[config.mk]
export PLATFORM = sky130hd
export DESIGN_NAME = pmc_top
export DESIGN_NICKNAME = d
export VERILOG_FILES = /design/src/include/pmc_pkg.sv /design/src/include/pmc_pb_if.sv /design/src/hw/pmc_pbdiv.sv /design/src/hw/pmc_top.sv
export SDC_FILE = /design/constraint.sdc
export NUM_CORES = 1
export LEC_CHECK = 0
export ABC_AREA = 1
export ABC_CLOCK_PERIOD_IN_PS = 2600
export BUFFER_PORTS_ARGS = -buffer_cell sky130_fd_sc_hd__buf_2
export CAP_MARGIN = 5
export CORE_MARGIN = 1.5
export CORE_UTILIZATION = 53
export DETAILED_ROUTE_END_ITERATION = 10
export PLACE_DENSITY = 0.77
export SLEW_MARGIN = 0
export SYNTH_ARGS = -nofsm -noshare
export SYNTH_HDL_FRONTEND = slang
export SYNTH_SLANG_ARGS = --single-unit
[constraint.sdc]
create_clock -name clk_i -period 2.6 [get_ports clk_i]
set_clock_uncertainty 0.05 [all_clocks]
set_input_delay 0.39 -clock clk_i [delete_from_list [all_inputs] [get_ports clk_i]]
set_output_delay 0.39 -clock clk_i [all_outputs]
set_load 0.05 [all_outputs]
[src/include/pmc_pkg.sv]
// pmc_pkg: register map, field positions, reset values, mode codes and
// start-up timing for the power mode and clock gating controller.
// assumes a 10 MHz bus clock and byte-addressed classic wishbone access.
package pmc_pkg;
    // bus clock period in ns (10 MHz)
    localparam int unsigned CLK_PERIOD_NS = 100;

    // register byte offsets, one aligned 32-bit word each
    localparam logic [7:0] OFS_CFG = 8'h00;
    localparam logic [7:0] OFS_CMD = 8'h04;
    localparam logic [7:0] OFS_STAT = 8'h08;
    localparam logic [7:0] OFS_PDIS = 8'h0c;
    localparam logic [7:0] OFS_WAKE_EN = 8'h10;
    localparam logic [7:0] OFS_WAKE_FLG = 8'h14;

    // configuration register field positions
    localparam int unsigned CFG_SRC_LSB = 0;
    localparam int unsigned CFG_POST_BIT = 2;
    localparam int unsigned CFG_PBDIV_LSB = 4;
    localparam int unsigned CFG_SLEEP_BIT = 8;
    localparam int unsigned CFG_STARTUP_BIT = 9;
    localparam int unsigned CFG_FAILMON_BIT = 10;
    localparam int unsigned CFG_BROWNOUT_BIT = 11;
    localparam int unsigned CFG_SECKEEP_BIT = 12;
    // command register bits (write-only strobes)
    localparam int unsigned CMD_WAIT_BIT = 0;
    localparam int unsigned CMD_WDCLR_BIT = 1;
    // status register field positions
    localparam int unsigned STAT_MODE_LSB = 0;
    localparam int unsigned STAT_SRC_LSB = 4;

    // oscillator source codes, also the index into the oscillator enables
    localparam logic [1:0] SRC_PRIMARY = 2'h0;
    localparam logic [1:0] SRC_FAST_RC = 2'h1;
    localparam logic [1:0] SRC_LOW_POWER_RC = 2'h2;
    localparam logic [1:0] SRC_SECONDARY = 2'h3;

    // reset values of the software-written fields
    localparam logic [1:0] SRC_RST = 2'h1;
    localparam logic [1:0] PBDIV_RST = 2'h0;
    localparam logic BIT_RST = 1'b0;

    // oscillator start-up times after sleep, in ns
    localparam int unsigned T_START_PRI_NS = 1_000_000;
    localparam int unsigned T_START_FRC_NS = 10_000;
    localparam int unsigned T_START_LOW_POWER_RC_OSCILLATOR_NS = 100_000;
    localparam int unsigned T_START_SEC_NS = 2_000_000;
    // least times, rounded up to whole clock cycles
    localparam int unsigned N_START_PRI = (T_START_PRI_NS + CLK_PERIOD_NS - 1) / CLK_PERIOD_NS;
    localparam int unsigned N_START_FRC = (T_START_FRC_NS + CLK_PERIOD_NS - 1) / CLK_PERIOD_NS;
    localparam int unsigned N_START_LOW_POWER_RC_OSCILLATOR = (T_START_LOW_POWER_RC_OSCILLATOR_NS + CLK_PERIOD_NS - 1) / CLK_PERIOD_NS;
    localparam int unsigned N_START_SEC = (T_START_SEC_NS + CLK_PERIOD_NS - 1) / CLK_PERIOD_NS;

    // operating modes, one-hot
    typedef enum logic [3:0]
    {
        MODE_RUN = 4'b0001,
        MODE_IDLE = 4'b0010,
        MODE_SLEEP = 4'b0100,
        MODE_WAKE = 4'b1000
    } pmc_mode_t;
endpackage

[src/include/pmc_pb_if.sv]
// pmc_pb_if: control and tick between the mode controller and the
// peripheral bus clock divider; both ends share clk_i.
`timescale 1ns/100ps
interface pmc_pb_if;
    logic [1:0] ratio; // divide by 2**ratio
    logic run; // low stops the peripheral bus clock
    logic tick; // one pulse per peripheral bus clock period
    modport ctl (output ratio, output run, input tick);
    modport gen (input ratio, input run, output tick);
endinterface

[src/hw/pmc_pbdiv.sv]
// pmc_pbdiv: peripheral bus clock divider, emits one tick every 2**ratio
// system clocks while run is high. assumes ratio is changed only rarely.
`timescale 1ns/100ps
module pmc_pbdiv
    import pmc_pkg::*;
#(
    parameter int unsigned CW = 3 // counter width, covers ratio up to 3
)
(
    input wire logic clk_i,
    input wire logic rst_i,
    pmc_pb_if.gen pb
);
    // all state of the divider
    typedef struct packed
    {
        logic [CW-1:0] cnt; // position within the divided period
        logic tick; // registered tick
    } pmc_div_t;

    pmc_div_t div_reg;
    pmc_div_t div_next;
    logic [CW-1:0] limit; // last count of one period

    // next-state: free count, wraps at the programmed fraction
    always_comb
    begin
        div_next = div_reg;
        limit = CW'((1 << pb.ratio) - 1);
        if (!pb.run || div_reg.cnt >= limit)
        begin
            div_next.cnt = '0; // restart so a new ratio takes effect cleanly
        end
        else
        begin
            div_next.cnt = div_reg.cnt + 1'b1;
        end
        div_next.tick = pb.run && (div_next.cnt == '0);
    end

    // state register
    always_ff @(posedge clk_i)
    begin
        if (rst_i)
        begin
            div_reg <= '0;
        end
        else
        begin
            div_reg <= div_next;
        end
    end

    assign pb.tick = div_reg.tick;
endmodule

[src/hw/pmc_top.sv]
// pmc_top: power mode controller with cpu and system clock gating,
// oscillator enables, peripheral clock gating and sleep wake-up.
// assumes a classic wishbone master and a cpu that pulses wait_i for
// its wait instruction; wake sources arrive synchronous to clk_i.
//
// Local design decisions: the register offsets and the Wishbone register port.
`timescale 1ns/100ps

module pmc_top
    import pmc_pkg::*;
#(
    parameter int unsigned NP = 8, // gated peripheral clocks
    parameter int unsigned NW = 8, // wake sources
    parameter logic [NP-1:0] SLEEP_KEEP = 8'h0f, // peripherals on own clocks
    parameter int unsigned START_PRI = N_START_PRI,
    parameter int unsigned START_FRC = N_START_FRC,
    parameter int unsigned START_LOW_POWER_RC_OSCILLATOR = N_START_LOW_POWER_RC_OSCILLATOR,
    parameter int unsigned START_SEC = N_START_SEC
)
(
    input wire logic clk_i,
    input wire logic rst_i,
    input wire logic wb_cyc_i,
    input wire logic wb_stb_i,
    input wire logic wb_we_i,
    input wire logic [7:0] wb_adr_i,
    input wire logic [3:0] wb_sel_i,
    input wire logic [31:0] wb_dat_i,
    output logic [31:0] wb_dat_o,
    output logic wb_ack_o,
    input wire logic wait_i,
    input wire logic [NW-1:0] wake_i,
    output logic cpu_clk_en_o,
    output logic [3:0] osc_en_o,
    output logic [1:0] system_clock_src_o,
    output logic fast_rc_oscillator_post_o,
    output logic peripheral_bus_clock_tick_o,
    output logic [NP-1:0] periph_clk_en_o,
    output logic clock_failure_monitor_en_o,
    output logic brownout_reset_circuit_en_o,
    output logic watchdog_timer_clear_o,
    output logic pin_hold_o,
    output logic idle_o,
    output logic sleep_o
);
    // all state of the controller in one word
    typedef struct packed
    {
        pmc_mode_t mode; // operating mode
        logic [1:0] src; // selected system clock source
        logic post; // fast rc postscaler in use
        logic [1:0] pbdiv; // peripheral bus divide code
        logic sleep_sel; // wait enters sleep when set, idle when clear
        logic startup; // insert start-up delay on wake from sleep
        logic failmon; // clock failure monitor wanted
        logic brownout; // brownout circuit wanted
        logic seckeep; // keep secondary oscillator alive in sleep
        logic [NP-1:0] pdis; // per-peripheral disables
        logic [NW-1:0] wake_en; // wake source mask
        logic [NW-1:0] wake_flg; // sticky wake causes
        logic [15:0] cnt; // start-up delay countdown
        logic ack; // wishbone acknowledge
        logic [31:0] dat; // wishbone read data
        logic cpu_en; // registered outputs follow
        logic [3:0] osc;
        logic [NP-1:0] pclk;
        logic fmon;
        logic wdclr;
        logic hold;
    } pmc_regs_t;

    pmc_regs_t st_reg;
    pmc_regs_t st_next;
    pmc_pb_if pb ();

    logic req; // a wishbone request is pending
    logic wr; // write takes effect at this edge
    logic [31:0] wmask; // byte lanes of the write
    logic wait_req; // cpu or software asked for a low power mode
    logic wake_hit; // an enabled wake source fired
    logic src_off; // selected source may stop in sleep

    // expand wishbone byte selects into a bit mask
    function automatic logic [31:0] lane_mask(input logic [3:0] sel);
        logic [31:0] m;
        m = '0;
        for (int i = 0; i < 4; i++)
        begin
            m[i*8 +: 8] = {8{sel[i]}};
        end
        return m;
    endfunction

    // merge a masked write into a narrow field
    function automatic logic [31:0] merge(input logic [31:0] old, input logic [31:0] val,
                                          input logic [31:0] m);
        return (old & ~m) | (val & m);
    endfunction

    // start-up delay of each source, counts above 65535 are truncated to 16 bits
    function automatic logic [15:0] start_cycles(input logic [1:0] src);
        logic [15:0] c;
        c = 16'(START_FRC);
        unique case (src)
            SRC_PRIMARY: c = 16'(START_PRI);
            SRC_FAST_RC: c = 16'(START_FRC);
            SRC_LOW_POWER_RC: c = 16'(START_LOW_POWER_RC_OSCILLATOR);
            SRC_SECONDARY: c = 16'(START_SEC);
        endcase
        return c;
    endfunction

    // bus decode: ack one cycle after the request, write at the ack edge
    assign req = wb_cyc_i & wb_stb_i;
    assign wr = req & wb_we_i & st_reg.ack;
    assign wmask = lane_mask(wb_sel_i);
    assign wait_req = wait_i | (wr && wb_adr_i == OFS_CMD && wmask[CMD_WAIT_BIT]
                                && wb_dat_i[CMD_WAIT_BIT]);
    assign wake_hit = |(wake_i & st_reg.wake_en);
    // low-power rc and a kept secondary feed sleep-alive peripherals
    assign src_off = !(st_reg.src == SRC_LOW_POWER_RC
                       || (st_reg.src == SRC_SECONDARY && st_reg.seckeep));

    // next-state logic: registers, mode sequencing and output decode
    always_comb
    begin
        logic [31:0] cfg;
        logic [31:0] tmp;
        cfg = '0;
        tmp = '0;
        st_next = st_reg;
        st_next.ack = req & ~st_reg.ack;
        st_next.wdclr = 1'b0;

        // register writes
        if (wr)
        begin
            unique case (wb_adr_i)
                OFS_CFG:
                begin
                    cfg[CFG_SRC_LSB +: 2] = st_reg.src;
                    cfg[CFG_POST_BIT] = st_reg.post;
                    cfg[CFG_PBDIV_LSB +: 2] = st_reg.pbdiv;
                    cfg[CFG_SLEEP_BIT] = st_reg.sleep_sel;
                    cfg[CFG_STARTUP_BIT] = st_reg.startup;
                    cfg[CFG_FAILMON_BIT] = st_reg.failmon;
                    cfg[CFG_BROWNOUT_BIT] = st_reg.brownout;
                    cfg[CFG_SECKEEP_BIT] = st_reg.seckeep;
                    tmp = merge(cfg, wb_dat_i, wmask);
                    st_next.src = tmp[CFG_SRC_LSB +: 2];
                    st_next.post = tmp[CFG_POST_BIT];
                    st_next.pbdiv = tmp[CFG_PBDIV_LSB +: 2];
                    st_next.sleep_sel = tmp[CFG_SLEEP_BIT];
                    st_next.startup = tmp[CFG_STARTUP_BIT];
                    st_next.failmon = tmp[CFG_FAILMON_BIT];
                    st_next.brownout = tmp[CFG_BROWNOUT_BIT];
                    st_next.seckeep = tmp[CFG_SECKEEP_BIT];
                end
                OFS_CMD:
                begin
                    // watchdog clear only on software request
                    st_next.wdclr = wmask[CMD_WDCLR_BIT] & wb_dat_i[CMD_WDCLR_BIT];
                end
                OFS_PDIS:
                begin
                    tmp = merge(32'(st_reg.pdis), wb_dat_i, wmask);
                    st_next.pdis = tmp[NP-1:0];
                end
                OFS_WAKE_EN:
                begin
                    tmp = merge(32'(st_reg.wake_en), wb_dat_i, wmask);
                    st_next.wake_en = tmp[NW-1:0];
                end
                OFS_WAKE_FLG:
                begin
                    // write one to clear
                    tmp = wb_dat_i & wmask;
                    st_next.wake_flg = st_reg.wake_flg & ~tmp[NW-1:0];
                end
                default:
                begin
                    // unmapped or read-only: write ignored, still acked
                end
            endcase
        end
        // a wake event in the clearing cycle stays recorded
        st_next.wake_flg = st_next.wake_flg | (wake_i & st_reg.wake_en);

        // read data, captured as the request is seen
        if (req && !st_reg.ack)
        begin
            tmp = '0;
            unique case (wb_adr_i)
                OFS_CFG:
                begin
                    tmp[CFG_SRC_LSB +: 2] = st_reg.src;
                    tmp[CFG_POST_BIT] = st_reg.post;
                    tmp[CFG_PBDIV_LSB +: 2] = st_reg.pbdiv;
                    tmp[CFG_SLEEP_BIT] = st_reg.sleep_sel;
                    tmp[CFG_STARTUP_BIT] = st_reg.startup;
                    tmp[CFG_FAILMON_BIT] = st_reg.failmon;
                    tmp[CFG_BROWNOUT_BIT] = st_reg.brownout;
                    tmp[CFG_SECKEEP_BIT] = st_reg.seckeep;
                end
                OFS_STAT:
                begin
                    tmp[STAT_MODE_LSB +: 4] = st_reg.mode;
                    tmp[STAT_SRC_LSB +: 2] = st_reg.src;
                end
                OFS_PDIS: tmp[NP-1:0] = st_reg.pdis;
                OFS_WAKE_EN: tmp[NW-1:0] = st_reg.wake_en;
                OFS_WAKE_FLG: tmp[NW-1:0] = st_reg.wake_flg;
                default: tmp = '0; // command and unmapped read zero
            endcase
            st_next.dat = tmp;
        end

        // mode sequencing; the cpu only leaves run by asking
        unique case (st_reg.mode)
            MODE_RUN:
            begin
                if (wait_req)
                begin
                    // mode select chosen beforehand decides the target
                    st_next.mode = st_reg.sleep_sel ? MODE_SLEEP : MODE_IDLE;
                end
            end
            MODE_IDLE:
            begin
                if (wake_hit)
                begin
                    st_next.mode = MODE_RUN;
                end
            end
            MODE_SLEEP:
            begin
                if (wake_hit)
                begin
                    // a source that never stopped needs no settling time
                    if (st_reg.startup && src_off)
                    begin
                        st_next.mode = MODE_WAKE;
                        st_next.cnt = start_cycles(st_reg.src);
                    end
                    else
                    begin
                        st_next.mode = MODE_RUN;
                    end
                end
            end
            MODE_WAKE:
            begin
                st_next.cnt = st_reg.cnt - 16'h0001;
                if (st_reg.cnt <= 16'h0001)
                begin
                    st_next.mode = MODE_RUN;
                end
            end
            default:
            begin
                st_next.mode = MODE_RUN; // illegal code recovers to run
            end
        endcase

        // output decode from the next mode so outputs align with it
        st_next.cpu_en = (st_next.mode == MODE_RUN);
        st_next.osc = 4'h0;
        st_next.osc[SRC_LOW_POWER_RC] = 1'b1;
        st_next.osc[SRC_SECONDARY] = st_next.seckeep;
        if (st_next.mode != MODE_SLEEP)
        begin
            // run, idle and wake keep the selected source going
            st_next.osc[st_next.src] = 1'b1;
        end
        if (st_next.mode == MODE_SLEEP || st_next.mode == MODE_WAKE)
        begin
            // only peripherals on their own clocks stay up
            st_next.pclk = ~st_next.pdis & SLEEP_KEEP;
        end
        else
        begin
            st_next.pclk = ~st_next.pdis;
        end
        st_next.fmon = st_next.failmon && st_next.mode != MODE_SLEEP
                       && st_next.mode != MODE_WAKE;
        st_next.hold = (st_next.mode == MODE_SLEEP || st_next.mode == MODE_WAKE);
    end

    // state register; reset picks fast rc, run mode, cpu and all peripheral clocks enabled
    always_ff @(posedge clk_i)
    begin
        if (rst_i)
        begin
            st_reg <= '0;
            st_reg.mode <= MODE_RUN;
            st_reg.src <= SRC_RST;
            st_reg.post <= BIT_RST;
            st_reg.pbdiv <= PBDIV_RST;
            st_reg.cpu_en <= 1'b1;
            st_reg.osc <= 4'h6;
            st_reg.pclk <= '1;
        end
        else
        begin
            st_reg <= st_next;
        end
    end

    // peripheral bus clock runs in run and idle only, and stops in sleep and wake whatever the source
    assign pb.ratio = st_reg.pbdiv;
    assign pb.run = (st_next.mode == MODE_RUN) || (st_next.mode == MODE_IDLE);

    pmc_pbdiv #(
        .CW(3)
    ) u_pbdiv (
        .clk_i(clk_i),
        .rst_i(rst_i),
        .pb(pb.gen)
    );

    // outputs, all from flip-flops except idle and sleep, which are decoded from the mode register
    assign wb_dat_o = st_reg.dat;
    assign wb_ack_o = st_reg.ack;
    assign cpu_clk_en_o = st_reg.cpu_en;
    assign osc_en_o = st_reg.osc;
    assign system_clock_src_o = st_reg.src;
    assign fast_rc_oscillator_post_o = st_reg.post;
    assign peripheral_bus_clock_tick_o = pb.tick;
    assign periph_clk_en_o = st_reg.pclk;
    assign clock_failure_monitor_en_o = st_reg.fmon;
    // brownout follows its enable alone, sleep does not touch it
    assign brownout_reset_circuit_en_o = st_reg.brownout;
    // no pulse on sleep entry; the watchdog keeps its count
    assign watchdog_timer_clear_o = st_reg.wdclr;
    assign pin_hold_o = st_reg.hold;
    assign idle_o = (st_reg.mode == MODE_IDLE);
    assign sleep_o = (st_reg.mode == MODE_SLEEP);
endmodule

# Word-level counts from Yosys, hierarchy flattened

Index checks and enable logic that the tools add are counted.

Flip-flop bits (word level): 88
Latch bits: 0
Bits in writable memories: 0
Memory bits (read-only): 0
Logic and storage cells: 129
Memories kept: 0

Add/subtract/negate cells: 3
Multiply operators: 0
Divide/modulo/power cells: 0
Magnitude comparators: 4
Equality and inequality tests: 20
Shifts and indexed selects: 1
Muxes and demuxes: 26
Bitwise logic cells: 24
Reduce and logical (&&, ||, !) cells: 27

Operator list:

| cell                    | number |
|---|---|
| $pmux W16 S4            | 1 |
| $mux W34                | 1 |
| $and A8 B8 Y8           | 4 |
| $mux W16                | 2 |
| $mux W8                 | 4 |
| $pmux W16 S2            | 1 |
| $and A13 B13 Y13        | 2 |
| $mux W4                 | 6 |
| $or A8 B8 Y8            | 3 |
| $eq A8 B4 Y1 const B    | 2 |
| $eq A8 B5 Y1 const B    | 2 |
| $le A16 B1 Y1 const B   | 1 |
| $not A8 Y8              | 2 |
| $pmux W4 S4             | 1 |
| $sub A16 B1 Y16 const B | 1 |
| $pmux W3 S5             | 1 |
| $not A13 Y13            | 1 |
| $or A13 B13 Y13         | 1 |
| $logic_and A1 B1 Y1     | 10 |
| $mux W10                | 1 |
| $pmux W2 S5             | 1 |
| $eq A4 B1 Y1 const B    | 2 |
| $eq A4 B2 Y1 const B    | 2 |
| $eq A4 B3 Y1 const B    | 2 |
| 34 further kinds        | 51 |

# Depth between registers and ports, before layout

Gate-level depths: netlist of the first run.

Depth in word-level cells: 16
Depth in mapped cells: 12
Gate-level depth less buffers: 12

# Modules after synthesis

A second synthesis of the first run with hierarchy kept.

Cells, all modules: 673
Area total of the unflattened synthesis: 4799.6 um2

Modules (own cells, without submodules):

| module    | instances | cells each | area an instance (um2) |
|---|---|---|---|
| pmc_top   | 1         | 635        | 4523.1 |
| pmc_pbdiv | 1         | 38         | 276.5 |

# Worst setup path after synthesis of the first run

Ideal clock, no wire load.

Path kind: reg2reg
From: reg (tool-made name)
To: reg u_pbdiv.div_reg, in the netlist u_pbdiv.pb.tick
Setup time: 118 ps
Data arrival time: 1645 ps
Setup slack: 787 ps
Cell stages (with the launch flop): 11
Buffers on the path: 0
Path through: dfxtp_1 or2_2 ha_1 o21ai_0 inv_1 o21ai_0 inv_1 nor2_1 nand4_1 a21oi_1 nor2_1

RTL lines:

| item                   | line            | RTL |
|---|---|---|
| end signal: assignment | pmc_pbdiv.sv:50 | `div_reg <= div_next;` |
| end: declaration       | pmc_pbdiv.sv:21 | `pmc_div_t div_reg;` |

==> summary.md, run 1 <==
| Metric | Value |
|---|---|
| Worst VDD drop | 0.404 mV |
| Flop pwr share | 47.1% |
| Worst Path Max Fanout | 4 |
| Vias after detailed routing | 3898 |
| Critical path arrival | 2190 ps |
| Post-synthesis sequential area ratio | 39.1% |
| DR iter-0 viols | 215 |
| CP Class | reg2reg |
| Clock root buffer master | clkbuf_8 |
| Post-synth cell types | 45 |
| Hold Path Class | in2reg |
| FMAX | 0.502 GHz |
| Clk_lat worst skew | 350 ps |
| Post-Layout Inst Area | 4870 µm² |
| Maximum root-to-sink buffer count | 2 |
| Drt drc | 0 |
| Sw power | 0.000918 W |
| PortBufs | 72 |
| Post-DP HPWL | 7520 µm |
| Core box area | 8180 µm² |
| Sw Ratio | 31.0% |
| Commonest non-fill, non-tap cell in the layout | nand2_1 |
| Initial antenna violation count | 0 |
| CTS Hold Bufs | 0 |
| Register Area | 1740 µm² |
| DRT Pass-1 Iters | 5 |
| Mapped cell area | 4460 µm² |
| Outcome | completed |
| Pwr per Cell Area | 609 nW/µm² |
| Worst Tran Pin Value | 590 ps |
| Combinational power share | 16.5% |
| Largest net degree at the start of global routing | 40 |
| Internal Power | 0.00205 W |
| Global-route wire length before repair | 16600 µm |
| CTS buffer count | 9 |
| Max-slew violation count | 0 |
| Initial core utilization | 54.5% |
| Commonest non-fill, non-tap cells in the layout | nand2_1 (96), dfxtp_1 (87), buf_2 (72) |
| # nets final | 708 |
| Startpoint types | register |
| Final hold vios | 0 |
| H-tree levels | 3 |
| DIE WIDTH | 94.7 µm |
| Clk pwr share | 36.4% |
| Post-synth EDFFs | 0 |
| Total gr overflow | 0 |
| Cell chain of the critical path | or2_2 -> ha_1 -> o21ai_0 -> inv_1 -> o21ai_0 -> inv_1 -> nor2_1 -> nand4_1 -> a21oi_1 -> nor2_1 |
| Crit-path max cell delay | 350 ps |
| Area of the multi-input gates | 2090 µm² |
| CTS resizes | 0 |
| Mean Syn Cell Area | 7.53 µm² |
| Num rows | 33 |
| Routed Antenna Nets | 0 |
| Number of global-route vias before repair | 3625 |
| Leak pwr | 2.29 nW |
| WHS | 212 ps |
| Setup TNS | 0 ps |
| Finish-stage setup viols | 0 |
| Die H | 94.7 µm |
| Placed Instance Area | 4640 µm² |
| Total GRT Usage | 23.8% |
| Layout cells sized above 1 | 21.3% |
| Post-CTS Setup Bufs | 0 |
| CTS tree | built |
| Ys async rst share | 0% |
| Cells after Synth | 592 |
| Clock-pin transition on the worst setup and hold timing paths | 90 ps |
| CP required | 2800 ps |
| WL per Instance | 13.5 µm |
| Ports | 114 |
| CP Capture Type | register |
| Clk sinks | 87 |
| Fin crit period | 1990 ps |
| Slowest cell on crit path | dfxtp_1 |
| GPL Wtd Cong | 0.856 |
| Fill cells | 750 |
| Average vias per placed instance | 5.21 |
| Slew margin rel. | 60.6% |
| Synth Warn # | 0 |
| RSZ-0062 raised after global routing | no |
| Die ar. | 8970 µm² |
| Area Growth Syn to Fin | 9.18% |
| WL final | 10100 µm |
| Primary FF master, synth | dfxtp_1 |
| Register bit count reported by yosys | 87 |
| N_diodes | 0 |
| MaxCap Viol Count | 0 |
| Crit share post-route | 76.6% |
==> power by group through the flow <==
stage	Clock (W)	Combinational (W)	Sequential, W
floorplan	0	0.000396	0.00146
global placement	0	0.000482	0.00143
detailed placement	0	0.000487	0.00143
CTS	0.00108	0.000488	0.00140
global route	0.00115	0.000527	0.00140
finish	0.00108	0.000489	0.00140
==> per-layer routing <==
layer	GRT usage (%)	share of wire [%]
met2	41.4	50
met4	10.9	2.7
met3	3.78	5.0
met1	28.7	42
met5	0	0
==> final cells by class <==
| type | count | share of cell area (%) |
|---|---|---|
| clock buffer | 9 | 2.54 |
| clock inverter | 7 | 2.08 |
| inverter | 74 | 5.71 |
| multi-input combinational | 389 | 43.0 |
| sequential | 87 | 35.8 |
| tap | 105 | 2.70 |
| timing repair buffer | 77 | 8.17 |
==> cells in the mapped netlist (5+ instances only) <==
cell | count | area, µm²
ha_1 | 12 | 150
nand2_1 | 96 | 360
o21ai_0 | 48 | 240
nor2_4 | 7 | 78.8
dfxtp_1 | 87 | 1740
clkbuf_1 | 8 | 30.0
nor3_1 | 7 | 35.0
nor2_2 | 10 | 62.6
nand3_1 | 19 | 95.1
buf_4 | 47 | 353
a41oi_1 | 5 | 43.8
a21oi_1 | 50 | 250
a22oi_1 | 6 | 45.0
nor2_1 | 56 | 210
inv_1 | 68 | 255
nand2_2 | 5 | 31.3
==> metrics by stage <==
stage               instances  setup slack [ps]  total power [W]  util, %
floorplan                 610               787          0.00186        -
detailed placement        732               642          0.00191     56.8
finish                    748               609          0.00296     59.5
global placement          732               670          0.00191     56.8
global route              748               379          0.00308     59.5
CTS                       748               627          0.00297     59.5
==> path summary, 6_finish.rpt <==
check | end | cells past startpoint | start | slack [ps]
worst max register to register | u_pbdiv.pb.tick$_SDFF_PP0_ | 10 | register | 610
worst min-delay path | register | 3 | wb_dat_i[11] | 210
worst max-delay path | u_pbdiv.pb.tick$_SDFF_PP0_ | 10 | register | 610
worst min register to register | wb_dat_o[8]$_SDFFE_PP0P_ | 2 | register | 420
==> critical path: cells and delay by family (launching register included) <==
kind                       cells  cell delay, ps
adders and majority gates      1             260
and+or+nand+nor                4             670
buffers and inverters          2             100
DFF                            1             350
AOI/OAI and AO/OA              3             460
==> kinds of logic after synthesis <==
kind of cell	after synthesis	synth area share (%)
AND/OR/NAND/NOR	222	24.5
buffers and inverters	134	15.5
AO/OA/AOI/OAI	129	16.2
flip-flops	87	39.1
adder cells (fa/ha/maj)	12	3.37
XOR/XNOR	6	1.18
other	2	0.168
(Power assumes the default switching activity.)
==> inputs of run 2 (changes only) <==
--- a/config.mk
+++ b/config.mk
@@ -5,14 +5,14 @@
 export SDC_FILE = /design/constraint.sdc
 export NUM_CORES = 1
 export LEC_CHECK = 0
-export ABC_AREA = 1
-export ABC_CLOCK_PERIOD_IN_PS = 2600
+export ABC_AREA = 0
+export ABC_CLOCK_PERIOD_IN_PS = 1800
 export BUFFER_PORTS_ARGS = -buffer_cell sky130_fd_sc_hd__buf_2
 export CAP_MARGIN = 5
 export CORE_MARGIN = 1.5
-export CORE_UTILIZATION = 53
+export CORE_UTILIZATION = 48
 export DETAILED_ROUTE_END_ITERATION = 10
-export PLACE_DENSITY = 0.77
+export PLACE_DENSITY = 0.73
 export SLEW_MARGIN = 0
 export SYNTH_ARGS = -nofsm -noshare
 export SYNTH_HDL_FRONTEND = slang
==> constraint.sdc (replaced) <==
create_clock -name clk_i -period 1.8 [get_ports clk_i]
set_clock_uncertainty 0.05 [all_clocks]
set_input_delay 0.27 -clock clk_i [delete_from_list [all_inputs] [get_ports clk_i]]
set_output_delay 0.27 -clock clk_i [all_outputs]
set_load 0.05 [all_outputs]
==> summary.md, run 2 <==
| Metric | Value |
|---|---|
| CTS tree | built |
| Total GRT Usage | 24.7% (+0.82 points) |
| Outcome | finished, violations left |
| Area Growth Syn to Fin | 28.6% |
| DIE WIDTH | 98.4 µm (+3.9%) |
| Synth cell count leaders | dfxtp_1 (87), nand2_1 (61), nor2_1 (49) |
| Worst Path Max Fanout | 5 (+1) |
| Vias after detailed routing | 4162 (+6.8%) |
| Compound-Gate Fraction of Synth Area | 17.3% (+1.1 points) |
| WL final | 12300 µm (+22%) |
| Commonest non-fill, non-tap cell in the layout | dfxtp_1 |
| FMAX | 0.506 GHz (+0.67%) |
| Layout cells sized above 1 | 38.7% (+17 points) |
| Largest net degree at the start of global routing | 45 (+13%) |
| Final hold vios | 0 (unchanged) |
| XOR/XNOR Fraction of Synth Area | 0.601% (-0.58 points) |
| Main combinational cell family by area after synthesis | simple AND/OR/NAND/NOR gates |
| Pwr per Cell Area | 666 nW/µm² (+9.4%) |
| DRT Pass-1 Iters | 4 (-1) |
| Most instantiated library cell after synthesis | dfxtp_1 |
| Worst VDD drop | 0.518 mV (+28%) |
| Max-slew violation count | 0 (unchanged) |
| Failing checks | negative setup slack |
| Drt drc | 0 (unchanged) |
| Hold Path Class | in2reg |
| Critical path arrival | 2190 ps (about the same) |
| Clk_lat worst skew | 370 ps (+20 ps) |
| N_diodes | 0 (unchanged) |
| Fin crit period | 1980 ps (-13.3 ps) |
| RSZ-0062 raised after global routing | yes |
| Leak pwr | 2.48 nW (+8.2%) |
| Setup Slack @ Placement | -172 ps (-815 ps) |
| WL per Instance | 16.8 µm (+24%) |
| Ports | 114 (unchanged) |
| Initial antenna violation count | 1 (+1) |
| PortBufs | 72 (unchanged) |
| Synth Warn # | 0 (unchanged) |
| Global-route wire length before repair | 19100 µm (+16%) |
| Setup WS post-layout | -178 ps (-787 ps) |
| Slew margin rel. | 59.9% (-0.66 points) |
| Mean Syn Cell Area | 8.60 µm² (+14%) |
| Reg-to-reg setup timing slack | -180 ps (-790 ps) |
| Primary FF master, synth | dfxtp_1 |
| Startpoint types | register |
| CP Capture Type | register |
| Crit share post-route | 110% (+33 points) |
| Maximum root-to-sink buffer count | 2 (unchanged) |
| Total gr overflow | 0 (unchanged) |
| Post-synth cell types | 67 (+49%) |
| DR iter-0 viols | 234 (+8.8%) |
| CTS buffer count | 9 (unchanged) |
| Routed Antenna Nets | 0 (unchanged) |
| MaxCap Viol Count | 0 (unchanged) |
| Number of global-route vias before repair | 4043 (+12%) |
| Ys async rst share | 0% (unchanged) |
| CP Class | reg2reg |
| Finish-stage setup viols | 25 (+25) |
| Post-synthesis sequential area ratio | 39.9% (+0.78 points) |
| Synth Area in Adders | 3.44% (+0.067 points) |
| Clock root buffer master | clkbuf_8 |
| Post-synth EDFFs | 0 (unchanged) |
| Synth Area in Simple Gates | 22.7% (-1.9 points) |
| Post-DP HPWL | 8650 µm (+15%) |
| CP required | 2010 ps (-790 ps) |
| Die H | 98.4 µm (+3.9%) |
| Die ar. | 9690 µm² (+8.0%) |
| Initial core utilization | 49.9% (-4.7 points) |
| Cells after Synth | 508 (-14%) |
| Area leader, netlist | dfxtp_1 |
| Worst Tran Pin Value | 593 ps (+2.25 ps) |
| Area contributors post-synth | dfxtp_1 (40%), buf_4 (7.9%), nand2_1 (5.2%), a21oi_1 (4.8%), nor2_1 (4.2%) |
| Synth top area share | 39.9% (+0.78 points) |
| Mux cell area share after synthesis | 4.41% (+4.4 points) |
| Mapped cell area | 4370 µm² (-2.0%) |
| Average vias per placed instance | 5.68 (+9.0%) |
| H-tree levels | 3 (unchanged) |
| Commonest non-fill, non-tap cells in the layout | dfxtp_1 (79), buf_4 (78), buf_2 (70) |
| Clk sinks | 87 (unchanged) |
| GPL Wtd Cong | 0.915 (+7.0%) |
| Clock-pin transition on the worst setup and hold timing paths | 90 ps (about the same) |
| Post-layout util | 64.1% (+4.6 points) |
| Num rows | 34 (+3.0%) |
| Register bit count reported by yosys | 87 (unchanged) |
| Core box area | 8760 µm² (+7.2%) |
| # nets final | 690 (-2.5%) |
==> run 2: cell count changes after synthesis, moves of 6 or more <==
cell / delta
inv_1: -57
o21ai_0: -43
nand2_1: -35
mux2i_1: +17
clkbuf_1: +16
nor2_2: -10
a21oi_1: -8
a222oi_1: +8
nor2_1: -7
nor2_4: -7
nor4_1: +6
==> run 2: area by class of cell <==
cell class                      count  area [µm²]
Clock buffer                       10         149
Clock inverter                      6        53.8
Fill cell                         728        3140
Inverter                           11        45.0
Multi-Input combinational cell    353        2410
Sequential cell                    87        1750
Tap cell                          108         135
Timing Repair Buffer              158        1070
==> run 2: final timing paths <==
| path | cells after the start | endpoint | startpoint |
|---|---|---|---|
| setup / recovery | 8 | st_reg[63]$_SDFFE_PP0P_ | st_reg[50]$_SDFFE_PP0P_ |
| hold reg to reg | 2 | wb_dat_o[11]$_SDFFE_PP0P_ | wb_dat_o[11]$_SDFFE_PP0P_ |
| setup reg to reg | 8 | st_reg[63]$_SDFFE_PP0P_ | st_reg[50]$_SDFFE_PP0P_ |
| hold / removal | 3 | register | wb_dat_i[11] |
==> run 2: critical path: stages, from the launching register on <==
cell     delay, ps
dfxtp_1        360
inv_1           90
ha_1           160
buf_4          120
nor3b_4        230
nand3_2        190
nor4_1         290
a21oi_1        100
o32ai_1        270
==> run 2: metrics by stage <==
| step | cell area, µm² | TNS, ps | total power [W] | instances | hold WS (ps) |
|---|---|---|---|---|---|
| floorplan | 4530 | -2190 | 0.00227 | 526 | 359 |
| global placement | 5140 | -1770 | 0.00236 | 708 | 388 |
| detailed placement | 5140 | -3010 | 0.00237 | 708 | 394 |
| CTS | 5470 | -1190 | 0.00375 | 729 | 96.1 |
| global route | 5620 | -3650 | 0.00385 | 733 | 114 |
| finish | 5620 | -1880 | 0.00374 | 733 | 97.6 |
==> run 2: cells by family after synthesis <==
group,count (synthesis)
AND/OR/NAND/NOR,192
other,2
AO/OA/AOI/OAI,107
XOR/XNOR,3
adder cells (fa/ha/maj),12
buffers and inverters,86
multiplexers,19
flip-flops,87
==> run 2: repair_timing <==
item,CTS,global route
pin swaps,7,13
hold buffers,0,0
buffers inserted,5,5
resized for setup,17,31
endpoints found under the setup margin,24,33
==> run 2: per-layer routing <==
layer / vias to the layer above / routed length [µm] / GRT usage (%)
met3: 29 / 840 / 5.89
li1: 1970 / - / -
met1: 1989 / 5030 / 29.8
met4: 2 / 240 / 8.45
met5: - / 11 / 0
met2: 172 / 6170 / 42.9
==> run 2: where the power goes <==
part           switching, W  internal [W]  leakage (nW)
registers         0.0000101       0.00194         0.706
clock network      0.000795      0.000616         0.101
logic              0.000275      0.000107          1.67
